### config.mk
export PLATFORM = sky130hd
export DESIGN_NAME = fsq_flash_seq
export DESIGN_NICKNAME = d
export VERILOG_FILES = /design/src/hw/fsq_pkg.sv /design/src/hw/fsq_flash_seq.sv
export SDC_FILE = /design/constraint.sdc
export NUM_CORES = 1
export LEC_CHECK = 0
export BUFFER_PORTS_ARGS = -buffer_cell sky130_fd_sc_hd__buf_2
export CAP_MARGIN = 25
export CORE_ASPECT_RATIO = 1.5
export CORE_MARGIN = 4
export CORE_UTILIZATION = 48
export CTS_CLUSTER_DIAMETER = 100
export CTS_CLUSTER_SIZE = 24
export DETAILED_ROUTE_END_ITERATION = 7
export PLACE_DENSITY = 0.67
export SLEW_MARGIN = 5
export SYNTH_ARGS = -nofsm -noshare
export SYNTH_HDL_FRONTEND = slang
export SYNTH_SLANG_ARGS = --single-unit
### constraint.sdc
create_clock -name core_clk -period 7 [get_ports core_clk]
set_clock_uncertainty 0.1 [all_clocks]
set_input_delay 0 -clock core_clk [delete_from_list [all_inputs] [get_ports core_clk]]
set_output_delay 0 -clock core_clk [all_outputs]
set_load 0.01 [all_outputs]
### src/hw/fsq_pkg.sv
// constants, field positions and carrier types of the flash sequencer
package fsq_pkg;
	// register addresses on the byte-wide register port
	localparam logic [7:0] OFF_CTRL  = 8'h1f;  // access_control_register
	localparam logic [7:0] OFF_DATA0 = 8'h20;  // word_data_bytes[0], also the byte data register
	localparam logic [7:0] OFF_ADDRL = 8'h21;  // target_address_halves, low
	localparam logic [7:0] OFF_ADDRH = 8'h22;  // target_address_halves, high
	localparam logic [7:0] OFF_CFG   = 8'h36;  // config_register
	localparam logic [7:0] OFF_DATA1 = 8'h5a;
	localparam logic [7:0] OFF_DATA2 = 8'h57;
	localparam logic [7:0] OFF_DATA3 = 8'h5c;
	// access_control_register fields
	localparam int B_MODE_LO = 4;
	localparam int B_RIE     = 3;
	localparam int B_ARM     = 2;
	localparam int B_START   = 1;
	localparam int B_RE      = 0;
	// config_register fields
	localparam int B_WEN     = 7;
	localparam int B_EEN     = 6;
	localparam int B_ERN     = 5;
	localparam int B_SEQ     = 4;
	localparam int B_TAIL_CP = 3;
	localparam int B_HEAD_CP = 2;
	localparam logic [7:0] CFG_RESET  = 8'h0c;
	localparam logic [7:0] ADDR_MASKH = 8'h7f;  // top address bit is reserved
	// access widths in access_mode_field[2:1]
	localparam logic [1:0] W_BYTE = 2'b00;
	localparam logic [1:0] W_HALF = 2'b01;
	localparam logic [1:0] W_WORD = 2'b10;
	// command codes in access_mode_field[1:0] when bit 3 is set
	localparam logic [1:0] C_EE_ERASE = 2'b00;
	localparam logic [1:0] C_PF_PROG  = 2'b10;
	// timing counts in system cycles
	localparam logic [2:0] ARM_CYCLES  = 3'd4;
	localparam logic [2:0] WEN_CYCLES  = 3'd6;
	// page geometry: 1 KB pages of 256 words, last word holds page status
	localparam logic [7:0]  LAST_DATA_IDX = 8'hfe;
	localparam logic [7:0]  STATUS_IDX    = 8'hff;
	localparam logic [5:0]  TOTAL_PAGES   = 6'h20;
	localparam logic [31:0] ERASED_WORD   = 32'hffffffff;
	localparam logic [31:0] PAGE_VALID    = 32'h0000a5a5;  // arbitrary valid-page marker
	// flash array operations
	typedef enum logic [1:0] {
		FSQ_OP_READ  = 2'b00,
		FSQ_OP_WRITE = 2'b01,
		FSQ_OP_ERASE = 2'b10
	} fsq_op_t;
	// one request to the flash array
	typedef struct packed {
		fsq_op_t     op;
		logic [12:0] waddr;  // word address; erase uses the page bits [12:8]
		logic [31:0] wdata;
	} fsq_freq_t;
	// sequencer states
	typedef enum logic [6:0] {
		S_IDLE  = 7'b0000001,
		S_FETCH = 7'b0000010,
		S_ERASE = 7'b0000100,
		S_CPRD  = 7'b0001000,
		S_CPWR  = 7'b0010000,
		S_STAT  = 7'b0100000,
		S_WRITE = 7'b1000000
	} fsq_state_t;
endpackage

### src/hw/fsq_flash_seq.sv
// flash command sequencer with emulated eeprom page swapping
// Operation
// RQ1 - software loads all four data bytes and a word-aligned address before program writes
// RQ2 - program write starts on mode 1x10 when armed, start within four cycles
// RQ3 - eeprom reads and writes work at byte, halfword and word width
// RQ4 - eeprom writes erase the swap page themselves; erase command is optional
// RQ5 - processor is held while an eeprom programming operation runs
// RQ6 - read enable fetches a whole word; software picks bytes from data registers; the code moves the addressed byte or halfword into the low data registers
// RQ7 - no read path exists for program flash
// RQ8 - byte write: address, byte data, mode 000, arm then start within four cycles
// RQ9 - word write uses only address bits 14:2 to select the flash word
// RQ10 - eeprom read data registers are valid two cycles after read enable
// RQ11 - sequential mode accepts only word-wide eeprom writes
// RQ12 - with sequential bit set, writes go straight to swap page, paging by content
// RQ13 - sequential page swaps copy no head or tail and write no status
// RQ14 - final non-sequential write copies head and tail and validates the swap page
// RQ15 - cleared head or tail copy enable skips that region during page exchange
// RQ16 - shared-flash variant needs partition enable and size before eeprom use
// RQ17 - arm bit clears itself after four cycles; later start requests are ignored
// RQ18 - size field picks 1, 2, 4 or 8 KB eeprom out of 32 KB
// RQ19 - config register changes only within six cycles after a write-unlock
// RQ20 - ready interrupt shows when enabled and the start bit has cleared
// RQ21 - start bit stays set for the whole programming or erase operation
module fsq_flash_seq
	import fsq_pkg::*;
(
	input  wire logic        core_clk,
	input  wire logic        resetn,
	input  wire logic        clk_en,
	input  wire logic [7:0]  reg_addr,
	input  wire logic [7:0]  reg_wdata,
	input  wire logic        reg_wr,
	input  wire logic        reg_rd,
	output logic      [7:0]  reg_rdata,
	output logic             cpu_hold,
	output logic             ready_irq,
	output logic             partition_en,
	output logic             flash_valid,
	output fsq_freq_t        flash_cmd,
	input  wire logic        flash_ack,
	input  wire logic [31:0] flash_rdata
);
	fsq_state_t  state;
	logic [3:0]  mode;
	logic        rie;
	logic        arm;
	logic [2:0]  arm_cnt;
	logic        busy;        // program_start_bit
	logic        op_ee;       // running operation is an eeprom program or erase
	logic        rdop;        // running operation is a read
	logic        seqw;        // running operation is a sequential write
	logic        erase_only;
	logic [14:0] taddr;
	logic [31:0] dword;
	logic        een;
	logic        seq_mode;    // sequential_write_bit
	logic        tail_cp;     // tail_copy_enable
	logic        head_cp;     // head_copy_enable
	logic [1:0]  size_sel;    // eeprom_size_field
	logic [2:0]  wen_cnt;
	logic [7:0]  cur_sel;     // current page of each page pair
	logic        seq_pend;
	logic [7:0]  seq_lo;
	logic [7:0]  seq_hi;
	logic [7:0]  idx;

	// register write decode
	wire wr_ctrl = reg_wr && reg_addr == OFF_CTRL;
	wire wr_cfg  = reg_wr && reg_addr == OFF_CFG;
	wire idle    = state == S_IDLE;
	wire [3:0] new_mode = reg_wdata[B_MODE_LO +: 4];
	wire launch_rd = wr_ctrl && reg_wdata[B_RE] && !new_mode[3] && idle && !busy;  // RQ10 RQ7
	wire launch_pg = wr_ctrl && reg_wdata[B_START] && arm && !busy && idle;       // RQ2 RQ17
	wire is_ee     = !new_mode[3];
	wire [1:0] new_w = new_mode[2:1];
	wire ee_erase  = new_mode[3] && new_mode[1:0] == C_EE_ERASE;
	wire pf_prog   = new_mode[3] && new_mode[1:0] == C_PF_PROG;                   // RQ2
	wire seq_op    = seq_mode && is_ee && new_w == W_WORD;                        // RQ11 RQ12
	wire [1:0] cur_w = mode[2:1];

	// page pair location from size field and address
	wire [2:0] grp_mask = 3'(({1'b0, 3'b001} << size_sel) - 4'd1);                 // RQ18
	wire [2:0] grp      = taddr[12:10] & grp_mask;
	wire [4:0] base_pg  = 5'(TOTAL_PAGES - (6'd2 << size_sel));                   // RQ18
	wire [4:0] pair_pg  = base_pg + {1'b0, grp, 1'b0};
	wire       csel     = cur_sel[grp];
	wire [4:0] cur_pg   = pair_pg + {4'd0, csel};
	wire [4:0] swp_pg   = pair_pg + {4'd0, !csel};
	wire [7:0] tidx     = taddr[9:2];                                              // RQ9

	// new data merged into an old word at the access width
	function automatic logic [31:0] merge(input logic [31:0] o, input logic [31:0] n,
		input logic [1:0] w, input logic [1:0] lane);
		logic [31:0] r;
		r = o;
		if (w == W_BYTE) begin
			r[{lane, 3'b000} +: 8] = n[7:0];
		end else if (w == W_HALF) begin
			r[{lane[1], 4'b0000} +: 16] = n[15:0];
		end else begin
			r = n;
		end
		return r;
	endfunction

	// copy decision during a page exchange
	wire in_seq  = seq_pend && idx >= seq_lo && idx <= seq_hi;
	wire region  = (idx < tidx) ? head_cp : tail_cp;                               // RQ15
	wire cp_need = idx == tidx || (flash_rdata != ERASED_WORD && !in_seq && region);
	wire [31:0] cp_data = (idx == tidx) ? merge(flash_rdata, dword, cur_w, taddr[1:0]) : flash_rdata;

	// read data selection
	wire [7:0] ctrl_rd = {mode, rie, arm, busy, 1'b0};
	wire [7:0] cfg_rd  = {wen_cnt != 3'd0, een, 1'b0, seq_mode, tail_cp, head_cp, size_sel};
	wire [7:0] rd_val  = reg_addr == OFF_CTRL  ? ctrl_rd :
	                     reg_addr == OFF_DATA0 ? dword[7:0] :
	                     reg_addr == OFF_DATA1 ? dword[15:8] :
	                     reg_addr == OFF_DATA2 ? dword[23:16] :
	                     reg_addr == OFF_DATA3 ? dword[31:24] :
	                     reg_addr == OFF_ADDRL ? taddr[7:0] :
	                     reg_addr == OFF_ADDRH ? {1'b0, taddr[14:8]} :
	                     reg_addr == OFF_CFG   ? cfg_rd : 8'h00;

	// register port read data, one cycle after the strobe
	always_ff @(posedge core_clk or negedge resetn) begin
		if (!resetn) begin
			reg_rdata <= 8'h00;
		end else if (clk_en) begin
			reg_rdata <= reg_rd ? rd_val : 8'h00;
		end
	end

	// config register with write-unlock window and soft reset
	always_ff @(posedge core_clk or negedge resetn) begin
		if (!resetn) begin
			{een, seq_mode, tail_cp, head_cp, size_sel} <= {CFG_RESET[B_EEN], CFG_RESET[B_SEQ:0]};
			wen_cnt <= 3'd0;
		end else if (clk_en) begin
			if (wr_cfg && reg_wdata[B_WEN]) begin
				wen_cnt <= WEN_CYCLES;                                          // RQ19
			end else if (wr_cfg && wen_cnt != 3'd0) begin
				{een, seq_mode, tail_cp, head_cp, size_sel} <= {reg_wdata[B_EEN], reg_wdata[B_SEQ:0]}; // RQ19
				wen_cnt <= 3'd0;
			end else if (wen_cnt != 3'd0) begin
				wen_cnt <= wen_cnt - 3'd1;
			end
		end
	end
	wire soft_rst = wr_cfg && wen_cnt != 3'd0 && !reg_wdata[B_WEN] && reg_wdata[B_ERN];

	// control bits, arm timer and address registers
	always_ff @(posedge core_clk or negedge resetn) begin
		if (!resetn) begin
			mode    <= 4'h0;
			rie     <= 1'b0;
			arm     <= 1'b0;
			arm_cnt <= 3'd0;
			taddr   <= 15'h0000;
		end else if (clk_en) begin
			if (wr_ctrl && idle && !busy) begin
				mode <= new_mode;
			end
			if (wr_ctrl) begin
				rie <= reg_wdata[B_RIE];
			end
			if (wr_ctrl && reg_wdata[B_ARM] && !reg_wdata[B_START] && !arm) begin
				arm     <= 1'b1;
				arm_cnt <= ARM_CYCLES;
			end else if (launch_pg || arm_cnt == 3'd1) begin
				arm     <= 1'b0;                                                // RQ17
				arm_cnt <= 3'd0;
			end else if (arm_cnt != 3'd0) begin
				arm_cnt <= arm_cnt - 3'd1;
			end
			if (reg_wr && reg_addr == OFF_ADDRL && idle) begin
				taddr[7:0] <= reg_wdata;
			end
			if (reg_wr && reg_addr == OFF_ADDRH && idle) begin
				taddr[14:8] <= reg_wdata[6:0] & ADDR_MASKH[6:0];
			end
		end
	end

	// outputs that follow the busy state, and partition_en following een
	always_ff @(posedge core_clk or negedge resetn) begin
		if (!resetn) begin
			cpu_hold     <= 1'b0;
			ready_irq    <= 1'b0;
			partition_en <= 1'b0;
		end else if (clk_en) begin
			cpu_hold     <= busy && op_ee;                                          // RQ5
			ready_irq    <= rie && !busy;                                           // RQ20
			partition_en <= een;                                                    // RQ16
		end
	end

	// sequencer: reads, page exchange, sequential writes and program writes
	always_ff @(posedge core_clk or negedge resetn) begin
		if (!resetn) begin
			state <= S_IDLE;
			{busy, op_ee, rdop, seqw, erase_only, seq_pend} <= 6'd0;
			{seq_lo, seq_hi, idx, cur_sel} <= 32'h0;
			dword <= 32'h0;
			flash_valid <= 1'b0;
			flash_cmd <= '{FSQ_OP_READ, 13'h0000, 32'h0};
		end else if (clk_en) begin
			if (flash_ack) begin
				flash_valid <= 1'b0;
			end
			for (int b = 0; b < 4; b++) begin
				if (reg_wr && idle && reg_addr == (b == 0 ? OFF_DATA0 : b == 1 ? OFF_DATA1 :
					b == 2 ? OFF_DATA2 : OFF_DATA3)) begin
					dword[b*8 +: 8] <= reg_wdata;                                // RQ1 RQ8
				end
			end
			unique case (state)
				S_IDLE: begin
					if (launch_rd) begin
						rdop        <= 1'b1;
						state       <= S_FETCH;
						flash_valid <= 1'b1;
						flash_cmd   <= '{FSQ_OP_READ, {cur_pg, tidx}, 32'h0};   // RQ6 RQ7
					end else if (launch_pg && pf_prog) begin
						busy        <= 1'b1;                                     // RQ21
						state       <= S_WRITE;
						flash_valid <= 1'b1;
						flash_cmd   <= '{FSQ_OP_WRITE, taddr[14:2], dword};     // RQ1 RQ2
					end else if (launch_pg && is_ee && new_w != 2'b11) begin
						{busy, op_ee, seqw, erase_only} <= {2'b11, seq_op, 1'b0};      // RQ12
						idx <= 8'h00;
						if (seq_op) begin
							state       <= S_FETCH;                              // RQ12
							flash_valid <= 1'b1;
							flash_cmd   <= '{FSQ_OP_READ, {swp_pg, tidx}, 32'h0};
						end else if (seq_pend) begin
							state       <= S_CPRD;                               // RQ14
							flash_valid <= 1'b1;
							flash_cmd   <= '{FSQ_OP_READ, {cur_pg, 8'h00}, 32'h0};
						end else begin
							state       <= S_ERASE;                              // RQ4
							flash_valid <= 1'b1;
							flash_cmd   <= '{FSQ_OP_ERASE, {swp_pg, 8'h00}, 32'h0};
						end
					end else if (launch_pg && ee_erase) begin
						{busy, op_ee, erase_only} <= 3'b111;
						seq_pend    <= 1'b0;
						state       <= S_ERASE;                                  // RQ4
						flash_valid <= 1'b1;
						flash_cmd   <= '{FSQ_OP_ERASE, {swp_pg, 8'h00}, 32'h0};
					end
				end
				S_FETCH: begin
					if (flash_ack && rdop) begin
						dword <= flash_rdata;                                    // RQ10
						if (cur_w == W_BYTE) begin
							dword[7:0] <= flash_rdata[{taddr[1:0], 3'b000} +: 8]; // RQ6
						end else if (cur_w == W_HALF) begin
							dword[15:0] <= flash_rdata[{taddr[1], 4'b0000} +: 16];
						end
						rdop  <= 1'b0;
						state <= S_IDLE;
					end else if (flash_ack && flash_rdata == ERASED_WORD) begin
						state       <= S_WRITE;                                  // RQ12
						flash_valid <= 1'b1;
						flash_cmd   <= '{FSQ_OP_WRITE, {swp_pg, tidx}, dword};
					end else if (flash_ack) begin
						seq_pend    <= 1'b0;                                     // RQ13
						state       <= S_ERASE;
						flash_valid <= 1'b1;
						flash_cmd   <= '{FSQ_OP_ERASE, {swp_pg, 8'h00}, 32'h0};
					end
				end
				S_ERASE: begin
					if (flash_ack && erase_only) begin
						{busy, op_ee, erase_only} <= 3'b000;
						state <= S_IDLE;
					end else if (flash_ack && seqw) begin
						state       <= S_WRITE;                                  // RQ13
						flash_valid <= 1'b1;
						flash_cmd   <= '{FSQ_OP_WRITE, {swp_pg, tidx}, dword};
					end else if (flash_ack) begin
						state       <= S_CPRD;
						flash_valid <= 1'b1;
						flash_cmd   <= '{FSQ_OP_READ, {cur_pg, 8'h00}, 32'h0};
					end
				end
				S_CPRD: begin
					if (flash_ack) begin
						state       <= S_CPWR;
						flash_valid <= cp_need;                                  // RQ15
						flash_cmd   <= '{FSQ_OP_WRITE, {swp_pg, idx}, cp_data}; // RQ3 RQ14
					end
				end
				S_CPWR: begin
					if (!flash_valid || flash_ack) begin
						idx         <= idx + 8'd1;
						flash_valid <= 1'b1;
						if (idx == LAST_DATA_IDX) begin
							state     <= S_STAT;                                 // RQ14
							flash_cmd <= '{FSQ_OP_WRITE, {swp_pg, STATUS_IDX}, PAGE_VALID};
						end else begin
							state     <= S_CPRD;
							flash_cmd <= '{FSQ_OP_READ, {cur_pg, idx + 8'd1}, 32'h0};
						end
					end
				end
				S_STAT: begin
					if (flash_ack) begin
						cur_sel[grp] <= !csel;                                   // RQ14
						seq_pend     <= 1'b0;
						{busy, op_ee} <= 2'b00;
						state        <= S_IDLE;
					end
				end
				S_WRITE: begin
					if (flash_ack) begin
						if (seqw) begin
							seq_lo   <= (!seq_pend || tidx < seq_lo) ? tidx : seq_lo;
							seq_hi   <= (!seq_pend || tidx > seq_hi) ? tidx : seq_hi;
							seq_pend <= 1'b1;
						end
						{busy, op_ee, seqw} <= 3'b000;                           // RQ21
						state <= S_IDLE;
					end
				end
			endcase
			if (soft_rst) begin
				state <= S_IDLE;
				{busy, op_ee, rdop, seqw, erase_only, seq_pend} <= 6'd0;
				flash_valid <= 1'b0;
			end
		end
	end
endmodule

### Yosys cells after proc, flatten, opt, wreduce, memory -nomap -nowiden

Cells that the tools add are included.

| cells by class | value |
|---|---|
| div/mod/pow operators | 0 |
| multipliers | 0 |
| magnitude comparators | 7 |
| shift-type cells | 8 |
| $add $sub $neg | 10 |
| mux-type cells | 127 |
| bitwise operators | 2 |
| eq/ne operators | 54 |
| reductions and logical operators | 95 |

Operators with widths:

| kind | count |
|---|---|
| $mux W47 | 14 |
| $pmux W47 S5 | 1 |
| $mux W32 | 5 |
| $mux W8 | 19 |
| $mux W7 | 14 |
| $bwmux W32 | 2 |
| $mux W1 | 49 |
| $logic_and A1 B1 Y1 | 47 |
| $mux W46 | 1 |
| $pmux W7 S6 | 1 |
| $ne A3 B3 Y1 const B | 12 |
| $eq A32 B32 Y1 const B | 1 |
| $eq A8 B6 Y1 const B | 4 |
| $ne A32 B32 Y1 const B | 1 |
| $shift A16 B7 Y32 const A | 1 |
| $shift A8 B7 Y32 const A | 1 |
| $shiftx A16 B7 Y32 | 1 |
| $shiftx A32 B6 Y16 | 1 |
| $shiftx A32 B6 Y8 | 1 |
| $shiftx A8 B7 Y32 | 1 |
| $eq A8 B7 Y1 const B | 3 |
| $reduce_and A6 Y1 | 4 |
| $reduce_bool A3 Y1 | 7 |
| $mux W3 | 6 |
| 62 further kinds | 106 |

| storage, ports and cells | value |
|---|---|
| word-level logic and storage cells | 335 |
| output and inout port bits | 59 |
| flip-flop bits (word level) | 169 |
| bits in writable memories | 0 |
| memories kept | 0 |
| memory bits (read-only) | 0 |
| bits in latches | 0 |

### Depth between registers and ports, before layout

Gate-level depths: netlist of the first run.

| logic depth | value |
|---|---|
| depth in word-level cells | 13 |
| mapped depth | 12 |

### Worst setup path before layout of the first run

No wires, ideal clock.

| timing | value |
|---|---|
| path kind | reg-to-reg |
| from | register taddr[0] |
| to | register flash_cmd[28] (netlist name) |
| library setup time | 0.083 ns |
| arrival time | 2.511 ns |
| path slack | 4.307 ns |
| stages on the path, launching flop included | 12 |
| data required time | 6.817 ns |
| cell sequence | dfrtp_1 buf_1 inv_1 ha_1 nor4bb_1 clkbuf_1 nand3b_1 a21oi_1 a21oi_1 o21ai_0 a22oi_1 o21ai_0 |

| on the way | value |
|---|---|
| cells in the longest elaborated chain, start to end | 7 |
| elaborated cells on any way between the ends | 8 |

RTL lines:

| element | RTL line | source |
|---|---|---|
| start, declared | fsq_flash_seq.sv:53 | `logic [14:0] taddr;` |
| start signal, assigned | fsq_flash_seq.sv:176 | `taddr[7:0] <= reg_wdata;` |
| $neg A5 Y7 * | fsq_flash_seq.sv:97 | `r[{lane, 3'b000} +: 8] = n[7:0];` |
| $shiftx A8 B7 Y32 or $shift A8 B7 Y32 (tied branches) | fsq_flash_seq.sv:97 |  |
| $bwmux W32 * | fsq_flash_seq.sv:97 |  |
| $mux W32 * | fsq_flash_seq.sv:96 | `if (w == W_BYTE) begin` |
| $mux W32 * | fsq_flash_seq.sv:110 | `wire [31:0] cp_data = (idx == tidx) ? merge(flash_rdata, dword, cur_w, taddr[1:0]) : flash_rdata;` |
| $mux W47 * | fsq_flash_seq.sv:288 | `if (flash_ack) begin` |
| $pmux W47 S5 * | fsq_flash_seq.sv:216 | `unique case (state)` |
| end signal, assigned | fsq_flash_seq.sv:222 | `flash_cmd <= '{FSQ_OP_READ, {cur_pg, tidx}, 32'h0};` |
| end signal, assigned | fsq_flash_seq.sv:227 | `flash_cmd <= '{FSQ_OP_WRITE, taddr[14:2], dword};` |
| end signal, assigned | fsq_flash_seq.sv:291 | `flash_cmd <= '{FSQ_OP_WRITE, {swp_pg, idx}, cp_data};` |
| end, declared | fsq_flash_seq.sv:39 | `output fsq_freq_t flash_cmd,` |

Every way passes the cells marked *; elsewhere a longest branch is shown, timed or not. The select of a mux whose other input is x is not followed.
A chain may end at the register's enable or synchronous reset.

### Final worst setup path of the first run

| timing | value |
|---|---|
| from | register state[4] |
| to | register flash_cmd[32] (netlist name) |

| on the way | value |
|---|---|
| cells in the longest elaborated chain, start to end | 8 |
| elaborated cells on any way between the ends | 25 |

RTL lines:

| element | RTL line | source |
|---|---|---|
| start, declared | fsq_flash_seq.sv:43 | `fsq_state_t state;` |
| start signal, assigned | fsq_flash_seq.sv:200 | `state <= S_IDLE;` |
| start signal, assigned | fsq_flash_seq.sv:220 | `state <= S_FETCH;` |
| start signal, assigned | fsq_flash_seq.sv:225 | `state <= S_WRITE;` |
| $eq A7 B1 Y1 | fsq_flash_seq.sv:70, fsq_flash_seq.sv:216 |  |
| $logic_and A1 B1 Y1 | fsq_flash_seq.sv:73 | `wire launch_pg = wr_ctrl && reg_wdata[B_START] && arm && !busy && idle;` |
| $logic_and A1 B1 Y1 (2 in a row) | fsq_flash_seq.sv:228 | `end else if (launch_pg && is_ee && new_w != 2'b11) begin` |
| $mux W47 | fsq_flash_seq.sv:228 |  |
| $mux W47 | fsq_flash_seq.sv:223 | `end else if (launch_pg && pf_prog) begin` |
| $mux W47 | fsq_flash_seq.sv:218 | `if (launch_rd) begin` |
| $pmux W47 S5 | fsq_flash_seq.sv:216 |  |
| end signal, assigned | fsq_flash_seq.sv:222 |  |
| end signal, assigned | fsq_flash_seq.sv:227 |  |
| end signal, assigned | fsq_flash_seq.sv:234 | `flash_cmd <= '{FSQ_OP_READ, {swp_pg, tidx}, 32'h0};` |

Parallel ways exist; a longest one is shown, timed or not.

==> results of run 1 <==
==> tightest hold or removal path, stage by stage <==
cell and delay, ps:
buf_2 170, and3_1 210, o21ai_0 90, nand2_1 60
==> layout by cell type (no fill, tap or decap), types with 5 or more instances in the layout <==
| cell | n |
|---|---|
| nor2b_1 | 12 |
| nor4_1 | 6 |
| a222oi_1 | 15 |
| nand3b_1 | 5 |
| and2_1 | 5 |
| o31ai_1 | 11 |
| nor3_1 | 27 |
| nand3_1 | 26 |
| o2bb2ai_1 | 6 |
| inv_6 | 5 |
| dlygate4sd3_1 | 47 |
| or2_2 | 6 |
| o22ai_1 | 50 |
| buf_2 | 111 |
| clkbuf_16 | 17 |
| a31oi_1 | 23 |
| o21ai_0 | 108 |
| a21oi_1 | 129 |
| o211ai_1 | 6 |
| mux2i_1 | 16 |
| dfrtp_1 | 166 |
| inv_1 | 47 |
| a211oi_1 | 10 |
| ha_1 | 52 |
| and3_1 | 14 |
| a21o_1 | 11 |
| mux2_2 | 47 |
| a22oi_1 | 11 |
| buf_4 | 12 |
| nand4_1 | 20 |
| mux4_2 | 10 |
| nand2b_1 | 9 |
| nand2_1 | 109 |
| nor2_1 | 147 |
| a221oi_1 | 12 |
==> metal layers <==
metal | wire length (um) | global-route usage [%] | up-vias
li1 | - | - | 5007
met4 | 3590 | 23.1 | 0
met3 | 3290 | 5.05 | 210
met5 | 0 | 0 | -
met2 | 20900 | 55.9 | 695
met1 | 15300 | 38.5 | 5408
==> where the power goes <==
part / switching [mW] / internal [mW] / total, mW / leakage (nW)
Sequential: 0.154 / 1.16 / 1.31 / 2.13
Clock: 0.447 / 0.504 / 0.951 / 0.282
Combinational: 0.737 / 0.433 / 1.17 / 3.52
==> path summary, 6_finish.rpt <==
path | from | endpoint | slack [ps] | depth (start not counted)
setup / recovery | state[4] | flash_cmd[32] | 3510 | 7
hold / removal | reg_wr | wen_cnt[2] | 30 | 4
setup reg to reg | state[4] | flash_cmd[32] | 3510 | 7
hold reg to reg | flash_cmd[34] | flash_cmd[34] | 370 | 2
max in group asynchronous | resetn | state[2] | 5570 | 4
min in group asynchronous | resetn | partition_en | 130 | 2
==> cell type report <==
type	instances	area share [%]
inverters	48	1.39
flip-flops and latches	169	32.7
diodes	1	0.0193
multi-input cells	988	49.8
well taps	280	2.70
clock buffers	17	3.28
repair buffers	172	8.91
clock inverters	15	1.23
==> flip-flops by register name, indices dropped and copies added, names as in the netlist, 2 cells and up <==
| register | flops |
|---|---|
| arm_cnt | 3 |
| cur_sel | 8 |
| dword | 32 |
| flash_cmd | 47 |
| idx | 8 |
| mode | 4 |
| reg_rdata | 8 |
| seq_hi | 8 |
| seq_lo | 8 |
| size_sel | 2 |
| state | 7 |
| taddr | 15 |
| wen_cnt | 3 |
==> cells by family after synthesis <==
family	after synthesis	synth area share [%]
muxes	74	8.38
adders and majority gates	52	5.82
buffers and inverters	123	4.47
and+or+nand+nor	425	19.0
xor gates and xnor gates	4	0.313
DFF	169	37.9
AOI/OAI and AO/OA	433	24.2
==> repair_timing <==
item,CTS,global route
hold buffers,47,0
buffers inserted,0,0
endpoints found under the hold margin,170,0
gates resized for setup,0,0
==> metrics by stage <==
step	area, sq um	instances
floorplan	11200	1280
global placement	11900	1609
detailed placement	11900	1609
CTS	12900	1688
global route	13000	1689
finish	13000	1690
==> metrics.yaml, run 1 <==
power:
  power_density_nw_per_um2: 265
  p_leak_nw: 5.93
  total_power_mw: 3.44
  vdd_drop_max_v: 0.000187
layout:
  drive_gt1_share_pct: 18.3
  fin_util_pct: 56.4
  seq_area_sq_um: 4230
  synthToLayoutAreaGrowth_pct: 15.9
  nets: 1502
  num-fill-cells: 2122
  multi_input_area_sq_um: 6450
global_routing:
  grt_pass1_wl_um: 66100
  grt_max_degree: 100
  antenna_found_initial: 1
  grt_usage_pct: 33.2
  grt_pass1_vias: 11100
  grt_overflow: 0
floorplan:
  fp.coreArea_sq_um: 23000
  io_pins: 113
  die_h_um: 195
  dieArea_sq_um: 25800
  std_cell_rows: 68
  initial_core_util_pct: 48.7
  die_w_um: 133
worst_setup_path:
  cp_max_fo: 24
  crit_type: "register to register"
  max_stage_delay_ps: 830
  cp-end-kind: "register"
  crit_required_ps: 7250
  cp_slowest_cell: "and3_1"
  crit_arrival_ps: 3740
  cp_top_family: "simple AND/OR/NAND/NOR gates"
  crit_path_start_kind: "register"
  path_buf_inv: 0
  path_cells: "nor3_2 -> and4b_1 -> nand4_2 -> a22oi_2 -> and3_1 -> o21ai_2 -> o21ai_0"
placement:
  dp_slack_ps: 3620
  hpwl_um: 30700
  place_congestion: 1.01
  port_buffers: 112
synthesis:
  syn-num-nets: 1386
  async_reset_ff_share_pct: 100
  synth_top_area_share_pct: 37.2
  synth.avg_cell_area_sq_um: 8.73
  ys_top_cells_by_area: "dfrtp_1 37%, ha_1 5.8%, a21oi_1 5.8%"
  netlist-cell-type-count: 82
  yosysWarnings: 0
  ys.flop_type: "dfrtp_1"
  syn_inst: 1280
  synth_area_leader_cell: "dfrtp_1"
  synth_edf_count: 0
  synth_common_cells: "166 x dfrtp_1, 147 x nor2_1, 129 x a21oi_1"
  post-synth-top-count-cell: "dfrtp_1"
  ys_seq_area_share_pct: 37.9
  synthesis.area_sq_um: 11200
  ys_seq_elements: 169
sta:
  fmax_mhz: 287
  whs_ps: 27.5
  setup-tns-final_ps: 0
  hold_violations: 0
  min_period_ps: 3490
  setup_viol_count_final: 0
  slew_headroom_pct: 35.0
  timing.final.crit_share_pct: 49.8
  grt_setup_unrepaired: "no"
  worst_slew_pin_slew_ps: 966
  fin_ws_ps: 3510
  slew_violations: 0
detailed_routing:
  vias: 11300
  post_drt_wl_per_cell_um: 25.4
  viasPerCell: 6.70
  dr.pass1.iters: 6
  drc: 0
  routed_wl_um: 43000
  drtIter0Drc: 1271
  drtAntennaViolNets: 0
clock_tree:
  cts_tree: "yes"
  cts_buffers: 17
  htree_levels: 4
  clockRootBuffer: "clkbuf_16"
  cts_buffer_depth: 2
  cts.sinks: 169
  clkSlewWorstSetupHoldPaths_ps: 70
  clk_latency_ps: 440
status:
  status: "completed"
run:
  drv_cap: 0
worst_hold_path:
  hold_path_class: "input pin to register"
(Power assumes the default switching activity.)
==> run 2: changes to the inputs <==
--- a/config.mk
+++ b/config.mk
@@ -13,7 +13,7 @@
 export CTS_CLUSTER_DIAMETER = 100
 export CTS_CLUSTER_SIZE = 24
 export DETAILED_ROUTE_END_ITERATION = 7
-export PLACE_DENSITY = 0.67
+export PLACE_DENSITY = 0.7
 export SLEW_MARGIN = 5
 export SYNTH_ARGS = -nofsm -noshare
 export SYNTH_HDL_FRONTEND = slang
==> constraint.sdc (replaced) <==
create_clock -name core_clk -period 2.9 [get_ports core_clk]
set_clock_uncertainty 0.1 [all_clocks]
set_input_delay 0 -clock core_clk [delete_from_list [all_inputs] [get_ports core_clk]]
set_output_delay 0 -clock core_clk [all_outputs]
set_load 0.01 [all_outputs]
==> run 2 against run 1 <==
  * Sequential cell count did not move
  * Worst hold slack better by 2.5 ps
  * Cell count rose by 3.7%
  * Critical endpoint is now flash_cmd[40]
  * Largest power group unchanged
==> metrics.yaml, run 2 (synthesis results as in run 1) <==
worst_setup_path:
  crit_required_ps: 3110  # -4140 ps
  cp_slowest_cell: "mux4_2"
  cp_max_fo: 6  # -75%
  crit_path_start_kind: "register"
  path_cells: "o21ai_1 -> mux4_2 -> mux2i_4 -> buf_4 -> o221ai_1 -> a311oi_1 -> a21oi_1"
  cp-end-kind: "register"
  path_buf_inv: 1  # +1
  reg2reg_setup_slack_ps: 130  # -3390 ps
  reg2regPathDepth: 7  # unchanged
  crit_type: "register to register"
  crit_arrival_ps: 2980  # -760 ps
  r2r-end: "flash_cmd[40]"
  r2r-start: "size_sel[0]"
  max_stage_delay_ps: 650  # -180 ps
  cp_top_family: "compound AO/OA/AOI/OAI gates"
clock_tree:
  htree_levels: 4  # unchanged
  cts_resized: 0  # unchanged
  clkSlewWorstSetupHoldPaths_ps: 70  # about the same
  clockRootBuffer: "clkbuf_16"
  clk_latency_ps: 440  # about the same
  cts_buffer_depth: 2  # unchanged
  cts_buffers: 17  # unchanged
  cts.sinks: 169  # unchanged
  cts_tree: "yes"
layout:
  final_common_cell: "dfrtp_1"
  nets: 1565  # +4.2%
  final_cell_mix: "166 x dfrtp_1, 147 x nor2_1, 129 x a21oi_1, 111 x buf_2, 109 x nand2_1"
  num-fill-cells: 1966  # -7.4%
  num_antenna_cells: 0  # -1
  synthToLayoutAreaGrowth_pct: 21.0
  top_regs: "flash_cmd x47, dword x32, taddr x15"
  fin_util_pct: 58.9  # +2.5 points
  drive_gt1_share_pct: 22.0  # +3.7 points
  regMostFlops: "flash_cmd"
  largest_register_ffs: 47  # unchanged
floorplan:
  die_w_um: 133  # unchanged
  std_cell_rows: 68  # unchanged
  die_h_um: 195  # unchanged
  fp.coreArea_sq_um: 23000  # unchanged
  io_pins: 113  # unchanged
  initial_core_util_pct: 48.7  # unchanged
  dieArea_sq_um: 25800  # unchanged
detailed_routing:
  drtIter0Drc: 1201  # -5.5%
  wl_met1_um: 14500  # -4.9%
  routed_wl_um: 42400  # -1.3%
  wl_met2_um: 20600  # -1.3%
  drc: 0  # unchanged
  dr.pass1.iters: 7  # +1
  dr_wl_met3_um: 3220  # -2.2%
  post_drt_wl_per_cell_um: 24.2  # -4.8%
  viasPerCell: 6.55  # -2.3%
  routed.top_layer: "met4"
  vias: 11500  # +1.3%
  drtAntennaViolNets: 0  # unchanged
placement:
  hpwl_um: 31200  # +1.4%
  port_buffers: 112  # unchanged
  place_congestion: 1.01  # about the same
global_routing:
  grt_pass1_vias: 11500  # +3.4%
  grt_pass1_wl_um: 65400  # -1.0%
  antenna_found_initial: 0  # -1
  grt_usage_pct: 32.4  # -0.71 points
  grt_max_degree: 77  # -23%
  grt_overflow: 0  # unchanged
power:
  vdd_drop_max_v: 0.000433  # +130%
  power_density_nw_per_um2: 637  # +140%
  p_leak_nw: 6.28  # +5.9%
sta:
  fmax_mhz: 360  # +26%
  slew_headroom_pct: 49.6  # +15 points
  hold_violations: 0  # unchanged
  timing.final.crit_share_pct: 95.7  # +46 points
  setup-tns-final_ps: 0  # unchanged
  min_period_ps: 2770  # -714 ps
  grt_setup_unrepaired: "no"
  slew_violations: 0  # unchanged
  setup_viol_count_final: 0  # unchanged
  worst_slew_pin_slew_ps: 755  # -211 ps
worst_hold_path:
  hold_path_class: "input pin to register"
  min-delay-start: "reg_wr"
  hold_end: "wen_cnt[1]"
  hold_path_depth: 4  # unchanged
status:
  status: "completed"
run:
  drv_cap: 0  # unchanged
run 2: final cells by class:
type	count	area [sq um]	share of cell area, %
multi-input combinational	988	6450	47.7
sequential	169	4230	31.3
timing repair buffer	235	1660	12.3
clock buffer	18	439	3.25
tap	280	350	2.59
clock inverter	14	206	1.53
inverter	48	180	1.33
run 2: tightest hold or removal path, stage by stage:
cell and delay (ps):
buf_2 180, and3_1 210, o21ai_0 90, nand2_1 60
run 2: worst max-delay path by stage:
stage / endpoint / start / slack (ps) / cells past startpoint
6_report: flash_cmd[40] / size_sel[0] / 130 / 7
5_1_grt: idx[6] / state[4] / 0.5 / 8
4_1_cts: flash_cmd[40] / size_sel[0] / 150 / 7
3_5_place_dp: flash_cmd[40] / size_sel[0] / 170 / 7
3_3_place_gp: idx[6] / state[5] / 230 / 7
2_1_floorplan: flash_cmd[28] / taddr[0] / 210 / 11
run 2: layer usage:
layer | vias to the layer above | GRT usage (%)
li1 | 5140 | -
met1 | 5401 | 35.4
met2 | 685 | 55.1
met3 | 243 | 5.00
met4 | 0 | 26.9
met5 | - | 0
run 2: power by group:
| group | total (mW) | switching (mW) | internal, mW |
|---|---|---|---|
| clock | 2.55 | 1.06 | 1.49 |
| sequential | 3.13 | 0.324 | 2.80 |
| combinational | 2.94 | 1.76 | 1.18 |
run 2: repair_timing:
action,CTS,global route
setup endpoints to repair,0,1
hold buffers,44,0
setup buffers,0,1
endpoints found under the hold margin,162,0
run 2: stage by stage:
stage / area [sq um] / total power, mW / hold WS, ps / worst slack (ps) / instances
finish: 13500 / 8.62 / 30.0 / 126 / 1752
global route: 13500 / 9.04 / 72.1 / 0.540 / 1752
CTS: 13500 / 8.62 / 8.57 / 146 / 1751
detailed placement: 12400 / 6.03 / -3.66 / 167 / 1675
global placement: 12400 / 5.97 / -4.86 / 229 / 1675
floorplan: 11200 / 4.87 / -396 / 207 / 1280
